`src/core/emtc_pkg.sv`:
```
// emtc_pkg: register map, field layout, reset values, phase states and
// fixed timing counts of the external memory bus timing block.
// assumes one system clock; all counts are in system clock cycles.
package emtc_pkg;

  // register offsets on the plain register port
  localparam logic [7:0] EMTC_PAGE_OFS   = 8'hA8;
  localparam logic [7:0] EMTC_CFG_OFS    = 8'hA9;
  localparam logic [7:0] EMTC_TC_OFS     = 8'hAA;
  localparam logic [7:0] EMTC_STAT_OFS   = 8'hAB;

  // reset values and config write mask
  localparam logic [7:0] EMTC_TC_RST     = 8'hFF;
  localparam logic [7:0] EMTC_CFG_RST    = 8'h00;
  localparam logic [7:0] EMTC_PAGE_RST   = 8'h00;
  localparam logic [7:0] EMTC_CFG_MASK   = 8'h1F;

  // ext_mem_timing_ctrl fields
  localparam int EMTC_SETUP_LSB = 6;
  localparam int EMTC_WIDTH_LSB = 2;
  localparam int EMTC_HOLD_LSB  = 0;

  // ext_if_config fields
  localparam int EMTC_MUXSEL_BIT = 4;
  localparam int EMTC_MODE_LSB   = 2;
  localparam int EMTC_ALEW_LSB   = 0;

  // memory modes
  localparam logic [1:0] EMTC_MEM_INT    = 2'h0;
  localparam logic [1:0] EMTC_MEM_SPLIT  = 2'h1;
  localparam logic [1:0] EMTC_MEM_BANK   = 2'h2;
  localparam logic [1:0] EMTC_MEM_EXT    = 2'h3;

  // fixed overhead: one start cycle plus three closing cycles
  localparam logic [4:0] EMTC_START_CYC  = 5'h01;
  localparam logic [4:0] EMTC_FIN_CYC    = 5'h03;
  localparam logic [5:0] EMTC_OVERHEAD   = 6'h04;

  localparam int EMTC_CNT_W = 5;

  typedef enum logic [2:0] {
    ST_IDLE, ST_START, ST_ALEH, ST_ALEL, ST_SETUP, ST_STROBE, ST_HOLD, ST_FIN
  } emtc_st_e;

endpackage

```
`src/core/emtc_tmr_if.sv`:
```
// emtc_tmr_if: phase timer control between the sequencer and its timer.
// assumes both ends run on the same clock.
`timescale 1ns/1ps
interface emtc_tmr_if;
  import emtc_pkg::*;
  logic                  load;
  logic [EMTC_CNT_W-1:0] val;
  logic                  last;
  modport ctl (output load, output val, input last);
  modport tmr (input load, input val, output last);
endinterface

```
`src/core/emtc_tmr.sv`:
```
// emtc_tmr: down counter that times one bus phase.
// assumes load carries a phase length of at least one cycle.
`timescale 1ns/1ps
module emtc_tmr
  import emtc_pkg::*;
#(
  parameter int CNT_W = EMTC_CNT_W
) (
  input  wire logic clk,
  input  wire logic sys_rst,
  input  wire logic ce,
  emtc_tmr_if.tmr   tif
);

  if (CNT_W < EMTC_CNT_W) begin : g_chk
    $error("emtc_tmr: CNT_W too small for a 16 cycle phase");
  end

  typedef struct packed {
    logic [CNT_W-1:0] cnt;
  } emtc_tmr_s;

  emtc_tmr_s st_ff;
  emtc_tmr_s nxt_st;

  always_comb begin
    nxt_st = st_ff;
    if (tif.load) begin
      nxt_st.cnt = CNT_W'(tif.val);
    end else if (st_ff.cnt != '0) begin
      nxt_st.cnt = st_ff.cnt - CNT_W'(1);
    end
  end

  always_ff @(posedge clk or posedge sys_rst) begin
    if (sys_rst) begin
      st_ff <= '0;
    end else if (ce) begin
      st_ff <= nxt_st;
    end
  end

  assign tif.last = (st_ff.cnt == CNT_W'(1));

endmodule // emtc_tmr

```
`src/core/emtc_top.sv`:
```
// emtc_top: external data memory bus sequencer with programmable timing.
// assumes move requests come from cpu logic on clk; ad_i comes from pins.
// Summary of operation
// setup field bits 7:6 inserts 0..3 cycles before the strobe.
// hold field bits 1:0 keeps address 0..3 cycles after the strobe.
// strobe field bits 5:2 plus one gives strobe width 1..16 cycles.
// address and control setup and hold programmable from zero to three cycles.
// multiplexed moves hold latch enable high one to four cycles.
// mode 101, 110, 111 run wide moves non-multiplexed.
// mode 110 byte moves use page as upper byte, pointer as lower.
// mode 001, 010, 011 run wide moves multiplexed on the shared port.
// mode 001, 011 byte moves leave the upper address byte undriven.
// config bit 4 selects multiplexed or non-multiplexed bus.
// config bits 3:2 select internal, split, split with bank, external.
// off-chip move takes programmed phases plus four cycles.
// timing register resets to maximum setup, strobe and hold.
// external memory answers within strobe; latch captures on falling enable.
//
// The plain strobed port was left to the implementer.
`timescale 1ns/1ps
module emtc_top
  import emtc_pkg::*;
#(
  parameter logic [15:0] INT_XRAM_SIZE = 16'h1000
) (
  input  wire logic        clk,
  input  wire logic        sys_rst,
  input  wire logic        ce,
  input  wire logic [7:0]  reg_addr,
  input  wire logic [7:0]  reg_wdata,
  input  wire logic        reg_wr,
  input  wire logic        reg_rd,
  output logic      [7:0]  reg_rdata,
  input  wire logic        mv_valid,
  input  wire logic        mv_write,
  input  wire logic        mv_wide,
  input  wire logic [15:0] mv_ptr,
  input  wire logic [7:0]  mv_wdata,
  output logic      [7:0]  mv_rdata,
  output logic             mv_done,
  output logic             mv_internal,
  output logic             busy,
  output logic      [7:0]  addr_hi,
  output logic             addr_hi_oe_n,
  output logic      [7:0]  addr_lo,
  output logic             addr_lo_oe_n,
  output logic      [7:0]  ad_o,
  output logic             ad_oe_n,
  input  wire logic [7:0]  ad_i,
  output logic             ale,
  output logic             rd_n,
  output logic             wr_n
);

  if (INT_XRAM_SIZE == 16'h0000) begin : g_chk
    $error("emtc_top: INT_XRAM_SIZE must be nonzero");
  end

  typedef struct packed {
    emtc_st_e    st;
    logic [7:0]  tc;
    logic [7:0]  cfg;
    logic [7:0]  page;
    logic [7:0]  tim_tc;
    logic [1:0]  tim_alew;
    logic        tim_mux;
    logic        write;
    logic        hi_drive;
    logic [15:0] addr;
    logic [7:0]  wdata;
    logic [7:0]  rdata;
    logic [7:0]  reg_rdata;
    logic [7:0]  ad_s1;
    logic [7:0]  ad_s2;
    logic        cap_p1;
    logic        cap_p2;
    logic        done;
    logic        internal;
    logic        busy;
    logic        off_last;
    logic [7:0]  addr_hi;
    logic        addr_hi_oe_n;
    logic [7:0]  addr_lo;
    logic        addr_lo_oe_n;
    logic [7:0]  ad_o;
    logic        ad_oe_n;
    logic        ale;
    logic        rd_n;
    logic        wr_n;
  } emtc_top_s;

  localparam emtc_top_s TOP_RST = '{
    st: ST_IDLE, tc: EMTC_TC_RST, cfg: EMTC_CFG_RST, page: EMTC_PAGE_RST,
    tim_tc: EMTC_TC_RST, addr_hi_oe_n: 1'b1, addr_lo_oe_n: 1'b1, ad_oe_n: 1'b1,
    rd_n: 1'b1, wr_n: 1'b1, default: '0};

  emtc_top_s st_ff;
  emtc_top_s nxt_st;
  emtc_tmr_if tif ();

  emtc_tmr emtc_tmr_i (
    .clk     (clk),
    .sys_rst (sys_rst),
    .ce      (ce),
    .tif     (tif.tmr)
  );

  // cycles spent in a phase for the latched settings
  function automatic logic [4:0] phase_len(emtc_st_e ph, logic [7:0] tc, logic [1:0] alew);
    case (ph)
      ST_START:  phase_len = EMTC_START_CYC;
      ST_ALEH,
      ST_ALEL:   phase_len = {3'h0, alew} + 5'h01;
      ST_SETUP:  phase_len = {3'h0, tc[EMTC_SETUP_LSB +: 2]};
      ST_STROBE: phase_len = {1'b0, tc[EMTC_WIDTH_LSB +: 4]} + 5'h01;
      ST_HOLD:   phase_len = {3'h0, tc[EMTC_HOLD_LSB +: 2]};
      ST_FIN:    phase_len = EMTC_FIN_CYC;
      default:   phase_len = 5'h00;
    endcase
  endfunction

  // zero length setup and hold phases are skipped
  function automatic emtc_st_e phase_after(emtc_st_e ph, logic [7:0] tc, logic mux);
    case (ph)
      ST_START:  phase_after = mux ? ST_ALEH : ((tc[EMTC_SETUP_LSB +: 2] != 2'h0) ? ST_SETUP : ST_STROBE);
      ST_ALEH:   phase_after = ST_ALEL;
      ST_ALEL:   phase_after = (tc[EMTC_SETUP_LSB +: 2] != 2'h0) ? ST_SETUP : ST_STROBE;
      ST_SETUP:  phase_after = ST_STROBE;
      ST_STROBE: phase_after = (tc[EMTC_HOLD_LSB +: 2] != 2'h0) ? ST_HOLD : ST_FIN;
      ST_HOLD:   phase_after = ST_FIN;
      default:   phase_after = ST_IDLE;
    endcase
  endfunction

  logic [15:0] eff_addr;
  logic [1:0]  mem_mode;
  logic        off_chip;

  always_comb begin
    nxt_st = st_ff;
    tif.load = 1'b0;
    tif.val = '0;
    nxt_st.done = 1'b0;
    nxt_st.internal = 1'b0;
    nxt_st.reg_rdata = 8'h00;
    nxt_st.ad_s1 = ad_i;
    nxt_st.ad_s2 = st_ff.ad_s1;
    mem_mode = st_ff.cfg[EMTC_MODE_LSB +: 2];
    eff_addr = mv_wide ? mv_ptr : {st_ff.page, mv_ptr[7:0]};

    off_chip = (mem_mode == EMTC_MEM_EXT) ||
               ((mem_mode == EMTC_MEM_SPLIT || mem_mode == EMTC_MEM_BANK) && eff_addr >= INT_XRAM_SIZE);

    // register port
    if (reg_wr) begin
      if (reg_addr == EMTC_TC_OFS) begin
        nxt_st.tc = reg_wdata;
      end else if (reg_addr == EMTC_CFG_OFS) begin
        nxt_st.cfg = reg_wdata & EMTC_CFG_MASK;
      end else if (reg_addr == EMTC_PAGE_OFS) begin
        nxt_st.page = reg_wdata;
      end
    end
    if (reg_rd) begin
      if (reg_addr == EMTC_TC_OFS) begin
        nxt_st.reg_rdata = st_ff.tc;
      end else if (reg_addr == EMTC_CFG_OFS) begin
        nxt_st.reg_rdata = st_ff.cfg;
      end else if (reg_addr == EMTC_PAGE_OFS) begin
        nxt_st.reg_rdata = st_ff.page;
      end else if (reg_addr == EMTC_STAT_OFS) begin
        nxt_st.reg_rdata = {6'h00, st_ff.off_last, st_ff.busy};
      end
    end

    // move sequencer
    case (st_ff.st)
      ST_IDLE: begin
        if (mv_valid) begin
          if (off_chip) begin
            nxt_st.st = ST_START;
            tif.load = 1'b1;
            tif.val = EMTC_START_CYC;
            nxt_st.tim_tc = st_ff.tc;
            nxt_st.tim_alew = st_ff.cfg[EMTC_ALEW_LSB +: 2];
            nxt_st.tim_mux = ~st_ff.cfg[EMTC_MUXSEL_BIT];
            nxt_st.write = mv_write;
            nxt_st.addr = eff_addr;
            nxt_st.wdata = mv_wdata;
            nxt_st.hi_drive = mv_wide || (mem_mode == EMTC_MEM_BANK);
            nxt_st.off_last = 1'b1;
          end else begin
            nxt_st.done = 1'b1;
            nxt_st.internal = 1'b1;
            nxt_st.off_last = 1'b0;
          end
        end
      end
      default: begin
        if (tif.last) begin
          nxt_st.st = phase_after(st_ff.st, st_ff.tim_tc, st_ff.tim_mux);
          tif.load = 1'b1;
          tif.val = phase_len(nxt_st.st, st_ff.tim_tc, st_ff.tim_alew);
          nxt_st.done = (st_ff.st == ST_FIN);
        end
      end
    endcase

    // read data sampled as the strobe ends, two sync stages later
    nxt_st.cap_p1 = (st_ff.st == ST_STROBE) && (nxt_st.st != ST_STROBE) && !st_ff.write;
    nxt_st.cap_p2 = st_ff.cap_p1;
    if (st_ff.cap_p2) begin
      nxt_st.rdata = st_ff.ad_s2;
    end

    // pins follow the next phase so they come straight from flops
    nxt_st.busy = (nxt_st.st != ST_IDLE);
    nxt_st.addr_hi = st_ff.addr[15:8];
    nxt_st.addr_lo = st_ff.addr[7:0];
    if (nxt_st.st != ST_IDLE && nxt_st.st != ST_START) begin
      nxt_st.addr_hi = nxt_st.addr[15:8];
      nxt_st.addr_lo = nxt_st.addr[7:0];
    end else if (nxt_st.st == ST_START) begin
      nxt_st.addr_hi = nxt_st.addr[15:8];
      nxt_st.addr_lo = nxt_st.addr[7:0];
    end
    nxt_st.addr_hi_oe_n = !(nxt_st.busy && nxt_st.hi_drive);
    nxt_st.addr_lo_oe_n = !(nxt_st.busy && !nxt_st.tim_mux);
    nxt_st.ale = (nxt_st.st == ST_ALEH);
    nxt_st.rd_n = !(nxt_st.st == ST_STROBE && !nxt_st.write);
    nxt_st.wr_n = !(nxt_st.st == ST_STROBE && nxt_st.write);
    if (nxt_st.tim_mux && (nxt_st.st == ST_START || nxt_st.st == ST_ALEH || nxt_st.st == ST_ALEL)) begin
      nxt_st.ad_o = nxt_st.addr[7:0];
      nxt_st.ad_oe_n = 1'b0;
    end else if (nxt_st.write && nxt_st.busy && nxt_st.st != ST_FIN) begin
      nxt_st.ad_o = nxt_st.wdata;
      nxt_st.ad_oe_n = 1'b0;
    end else begin
      nxt_st.ad_o = st_ff.ad_o;
      nxt_st.ad_oe_n = 1'b1;
    end
  end

  always_ff @(posedge clk or posedge sys_rst) begin
    if (sys_rst) begin
      st_ff <= TOP_RST;
    end else if (ce) begin
      st_ff <= nxt_st;
    end
  end

  assign reg_rdata    = st_ff.reg_rdata;
  assign mv_rdata     = st_ff.rdata;
  assign mv_done      = st_ff.done;
  assign mv_internal  = st_ff.internal;
  assign busy         = st_ff.busy;
  assign addr_hi      = st_ff.addr_hi;
  assign addr_hi_oe_n = st_ff.addr_hi_oe_n;
  assign addr_lo      = st_ff.addr_lo;
  assign addr_lo_oe_n = st_ff.addr_lo_oe_n;
  assign ad_o         = st_ff.ad_o;
  assign ad_oe_n      = st_ff.ad_oe_n;
  assign ale          = st_ff.ale;
  assign rd_n         = st_ff.rd_n;
  assign wr_n         = st_ff.wr_n;

  // helper counters for the checks below
  logic [4:0] ph_cnt_ff;
  logic [5:0] cyc_ff;
  logic [5:0] exp_cyc;

  always_ff @(posedge clk or posedge sys_rst) begin
    if (sys_rst) begin
      ph_cnt_ff <= 5'h00;
      cyc_ff <= 6'h00;
    end else if (ce) begin
      ph_cnt_ff <= (nxt_st.st != st_ff.st) ? 5'h01 : ph_cnt_ff + 5'h01;
      cyc_ff <= (st_ff.st == ST_IDLE) ? 6'h00 : cyc_ff + 6'h01;
    end
  end

  assign exp_cyc = (st_ff.tim_mux ? {3'h0, st_ff.tim_alew, 1'b0} + 6'h02 : 6'h00)
                 + {4'h0, st_ff.tim_tc[EMTC_SETUP_LSB +: 2]} + {2'h0, st_ff.tim_tc[EMTC_WIDTH_LSB +: 4]}
                 + 6'h01 + {4'h0, st_ff.tim_tc[EMTC_HOLD_LSB +: 2]} + EMTC_OVERHEAD;
endmodule // emtc_top

```
`config.mk`:
```
export PLATFORM = sky130hd
export DESIGN_NAME = emtc_top
export DESIGN_NICKNAME = d
export VERILOG_FILES = /design/src/core/emtc_pkg.sv /design/src/core/emtc_tmr_if.sv /design/src/core/emtc_tmr.sv /design/src/core/emtc_top.sv
export SDC_FILE = /design/constraint.sdc
export NUM_CORES = 1
export LEC_CHECK = 0
export BUFFER_PORTS_ARGS = -buffer_cell sky130_fd_sc_hd__buf_2
export CORE_MARGIN = 2
export CORE_UTILIZATION = 57
export DETAILED_ROUTE_END_ITERATION = 10
export GPL_TIMING_DRIVEN = 0
export PLACE_DENSITY = 0.78
export SYNTH_ARGS = -nofsm -noshare
export SYNTH_HDL_FRONTEND = slang
export SYNTH_HIERARCHICAL = 1
export SYNTH_SLANG_ARGS = --single-unit
export TNS_END_PERCENT = 50
```
`constraint.sdc`:
```
create_clock -name clk -period 4.51 [get_ports clk]
set_input_delay 0.2255 -clock clk [delete_from_list [all_inputs] [get_ports clk]]
set_output_delay 0.2255 -clock clk [all_outputs]
set_load 0.005 [all_outputs]
```
After elaboration in Yosys (flattened, before gate mapping):

Index checks and enable logic that the tools add are counted.
W data, S select, Z words.

* bits of input ports: 56
* word-level logic and storage cells: 147
* output and inout bits: 49
* flip-flop bits (word level): 134

* mux-type cells: 41
* equality and inequality tests: 29
* $add $sub $neg: 3
* bitwise gates (word level): 3
* $lt $le $gt $ge: 1
* reduce and logical (&&, ||, !) cells: 39

Operators with widths (count)
* $mux W27: 3
* $mux W8: 8
* $eq A8 B8 Y1 const B: 4
* $pmux W5 S6: 1
* $eq A3 B3 Y1 const B: 9
* $mux W3: 7
* $mux W5: 4
* $eq A3 B2 Y1 const B: 6
* $mux W9: 2
* $pmux W3 S6: 1
* $ge A16 B13 Y1 const B: 1
* $mux W16: 1
* $logic_and A1 B1 Y1: 11
* $mux W1: 11
* $eq A3 B1 Y1 const B: 3
* $reduce_and A4 Y1: 2
* $reduce_bool A2 Y1: 4
* $logic_not A1 Y1: 7
* $mux W2: 3
* $ne A3 B3 Y1 const B: 2
* $reduce_and A2 Y1: 3
* $reduce_and A3 Y1: 2
* $add A4 B1 Y5 const B: 1
* $eq A5 B1 Y1 const B: 1
* 12 further kinds: 19

Depth between registers and ports, before layout:

* depth after elaboration: 14
* depth in mapped cells: 12
* mapped depth without buffers: 10

Modules after synthesis:

Netlist, hierarchy kept.

By module, submodules not included
* emtc_top: sequential area each 3254.4 um2, area each 6272.3 um2, instances 1, cells an instance 541
* emtc_tmr: sequential area each 125.1 um2, area each 329.1 um2, instances 1, cells an instance 36

Worst setup path after synthesis:

No wires, ideal clock.

* kind: register to register
* start point: register emtc_tmr_i/st_ff[3] (netlist name)
* end point: register st_ff, in the netlist ad_o[0]
* data arrival time: 2.670 ns
* period minus slack after synthesis: 2.795 ns
* stages on the path, launching flop included: 9
* path buffers: 1
* required time: 4.385 ns
* library setup time: 0.125 ns
* path slack: 1.715 ns
* cells stage by stage: dfrtp_1 -> or3_4 -> nor2_1 -> clkbuf_1 -> o211ai_1 -> mux2_2 -> or3_1 -> o221ai_2 -> mux2_2

* word-level cells in the longest chain between the ends: 9
* elaborated cells between the ends (all ways): 16
* those cells by class: 5 x eq/ne; 3 x mux; 8 x reduce/logical

RTL lines
* start, declared: line emtc_tmr.sv:23 `emtc_tmr_s st_ff;`
* start signal, assigned: line emtc_tmr.sv:39 `st_ff <= nxt_st;`
* $eq A5 B1 Y1 *: line emtc_tmr.sv:43 `assign tif.last = (st_ff.cnt == CNT_W'(1));`
* net tif.last: line emtc_tmr_if.sv:8 `logic last;`
* $mux W3 *: line emtc_top.sv:200 `if (tif.last) begin`
* $mux W3 *: line emtc_top.sv:177 `case (st_ff.st)`
* $eq A3 B1 Y1 or $eq A3 B2 Y1 (tied branches): line emtc_top.sv:232 `if (nxt_st.tim_mux && (nxt_st.st == ST_START || nxt_st.st == ST_ALEH || nxt_st.st == ST_ALEL)) begin`
* $logic_or A1 B1 Y1 (2 in a row): line emtc_top.sv:232
* $logic_and A1 B1 Y1: line emtc_top.sv:232
* $reduce_bool A2 Y1 (no line)
* $reduce_and A2 Y1 (no line)
* end signal, assigned: line emtc_top.sv:248 `st_ff <= nxt_st;`
* end, declared: line emtc_top.sv:97 `emtc_top_s st_ff;`

The timed path passes the listed nets; every way through them passes the cells marked *.
A chain may end at the register's enable or synchronous reset.

Worst setup path in the final report:

* start point: register emtc_tmr_i/st_ff[3] (netlist name)
* end point: register st_ff, in the netlist ad_o[5]

The elaborated chain is that of the path after synthesis.

==> results_dict.tcl <==
set metrics [dict create \
    cts_hold_buffers 1 \
    slowest_stage "o221ai_2" \
    p_per_area_nw_per_um2 565 \
    fin_cells 858 \
    cts_resized 0 \
    start_kind "flop" \
    drive_gt1_share_pct 41.8 \
    finalSetupViolCount 0 \
    antenna_found_initial 0 \
    status "completed" \
    layout.nets 764 \
    drtIter0Drc 329 \
    fin_crit_ps 3370 \
    wire_per_inst_um 17.5 \
    hold_ws_ps 30.5 \
    dp_cells 825 \
    endpoint_kind "flop" \
    hold_class "input port to flop" \
    synth.yosys.warnings 6 \
    utilization_pct 69.8 \
    nFillCells 834 \
    synth_most_common_cell "dfrtp_1" \
    p_leak_nw 3.94 \
    start_util_pct 58.1 \
    grt_max_degree 86 \
    max_freq_ghz 0.297 \
    globalRouteTotalUtil_pct 25.5 \
    crit_top_cell "mux2_2" \
    hold_path_depth 3 \
    cp_data_required_time_ps 4810 \
    synth.avg_cell_area_um2 11.4 \
    fp.coreArea_um2 11400 \
    io_buffers 104 \
    rr_worst_depth 8 \
    crit_path_cell_trace "or3_4 > nor2_1 > clkbuf_1 > o211ai_1 > mux2_2 > or3_1 > o221ai_2 > mux2_2" \
    io_pins 105 \
    crit_fanout 10 \
    hpwl_mm 10.9 \
    dieArea_um2 12500 \
    worstPathArrival_ps 3670 \
    drv_cap 0 \
    grt_remaining_overflow 0 \
    period_share_pct 74.6 \
    synth_area_um2 6600 \
    fin_skew_ps 7.12 \
    routed.top_layer "met4" \
    synth_top_flop_cell "dfrtp_1" \
    avgViaCountPerCell 5.66 \
    dr.pass1.iters 5 \
    power_mw 4.48 \
    design_area_um2 7940 \
    hold_violations 0 \
    synth_common_cells "dfrtp_1, mux2_2, nor2_1" \
    syn_inst 577 \
    gp_congestion 0.874 \
    clk_pin_slew_ps 60 \
    place_area_um2 7330 \
    synth_top_area_share_pct 42.8 \
    vias 4857 \
    ys_seq_area_share_pct 51.2 \
    rsz0062_at_grt "no" \
    remaining_drc_errors 0 \
    cts_buffers 17 \
    synth_nets 639 \
    wl_mm 15.0 \
    met1_length_mm 6.66 \
    post-cts-setup-buffer-count 0 \
    die_x_um 112 \
    die_y_um 112 \
    drtAntennaViolNets 0 \
    clock_latency_ps 420 \
    max_stage_delay_ps 590 \
    met2_length_mm 7.22 \
    rows 39 \
    cts_sinks 134 \
    synth-seq-cells 134 \
    maxSlewHeadroom_pct 14.5 \
    ys_types 55 \
    ir_drop_mv 0.443 \
    syn_to_final_growth_pct 20.2 \
    place_ws_ps 1210 \
    n_antenna_cell 0 \
    ys_top_cells_by_area "dfrtp_1, mux2_2, dfstp_2" \
    ctsRootBufferMaster "clkbuf_16" \
    setup_tns_ps 0 \
    wl_met3_um 768 \
    setup_slack_ps 1140 \
    grt_pass1_vias 4957 \
    tightest_slew_ps 1260 \
    slew_viol_final 0 \
    synth_edf_count 0 \
    worstSetupPathType "flop to flop" \
    clock_path_buffers 2 \
    htree_levels 4 \
    synth-async-reset-ratio_pct 100 \
    synth_area_leader_cell "dfrtp_1" \
    cts_tree "built" \
    grt_pass1_wl_mm 24.8 \
]
worst paths after layout:
check | from | to | slack, ps
max | emtc_tmr_i/st_ff[3] | ad_o[5] | 1140
min | mv_write | st_ff[93] | 30
max reg2reg | emtc_tmr_i/st_ff[3] | ad_o[5] | 1140
min reg2reg | st_ff[117] | st_ff[94] | 480
max in group asynchronous | sys_rst | st_ff[125] | 3360
min in group asynchronous | sys_rst | emtc_tmr_i/st_ff[3] | 290
cell families (layout without fill, tap and decap cells):
group,count (synthesis),after routing,share of synthesized area [%]
AO/OA/AOI/OAI,107,107,10.8
XOR/XNOR,2,2,0.265
adder cells (fa/ha/maj),6,6,1.14
buffers and inverters,81,219,7.05
flip-flops,134,134,51.2
multiplexers,126,126,20.8
AND/OR/NAND/NOR,121,121,8.70
flip-flops by register name, indices dropped and copies added (netlist names), 5 cells and up:
register,count
st_ff,69
ad_o,8
addr_hi,8
nxt_st,9
emtc_tmr_i/st_ff,5
addr_lo,8
mv_rdata,8
reg_rdata,8
worst max-delay path: cells and delay by family (launching register included):
kind	cells	cell delay [ps]
buffers and inverters	1	390
muxes	2	760
DFF	1	400
and+or+nand+nor	3	930
AOI/OAI and AO/OA	2	770
cell type report:
class	instances	area, µm²	share of cell area, %
clock inverter	10	128	1.61
timing repair buffer	106	558	7.03
buffer	68	417	5.25
clock buffer	22	464	5.85
sequential	134	3380	42.6
inverter	13	53.8	0.678
tap	143	179	2.25
multi-input combinational	362	2760	34.7
report_power, final:
group / leakage (nW) / switching [mW] / internal (mW)
Sequential: 1.66 / 0.192 / 1.53
Clock: 0.293 / 0.489 / 0.891
Combinational: 1.99 / 0.668 / 0.712
Total: 3.94 / 1.35 / 3.13
per-layer routing:
metal | global-route usage (%) | vias to the layer above
met3 | 5.17 | 26
met2 | 40.6 | 147
met5 | 0 | -
met4 | 11.4 | 0
li1 | - | 2270
met1 | 34.2 | 2414
cell usage in the layout, fill, tap and decap left out, types with 3 or more instances in the layout:
| cell type | netlist | final |
|---|---|---|
| dfrtp_1 | 113 | 113 |
| a21o_1 | 5 | 5 |
| nor2b_1 | 4 | 4 |
| mux2i_1 | 36 | 36 |
| a31oi_1 | 4 | 4 |
| buf_4 | 40 | 40 |
| buf_2 | 3 | 107 |
| o21a_1 | 3 | 3 |
| a21oi_1 | 33 | 33 |
| nor2_1 | 50 | 50 |
| nor4b_1 | 3 | 3 |
| nand2b_1 | 4 | 4 |
| nor3_1 | 5 | 5 |
| o2bb2ai_1 | 12 | 12 |
| dfstp_2 | 21 | 21 |
| clkinv_2 | 0 | 6 |
| or3_1 | 3 | 3 |
| nand3_1 | 5 | 5 |
| ha_1 | 6 | 6 |
| mux2_2 | 90 | 90 |
| clkbuf_16 | 0 | 17 |
| o221ai_1 | 3 | 3 |
| nand2_1 | 31 | 31 |
| clkbuf_1 | 20 | 23 |
| inv_1 | 13 | 12 |
| o21ai_0 | 25 | 25 |
| o211ai_1 | 4 | 4 |
| buf_1 | 4 | 4 |
| bufinv_16 | 0 | 3 |
| or2_2 | 3 | 3 |
No activity file was read; power rests on OpenSTA's default activity.
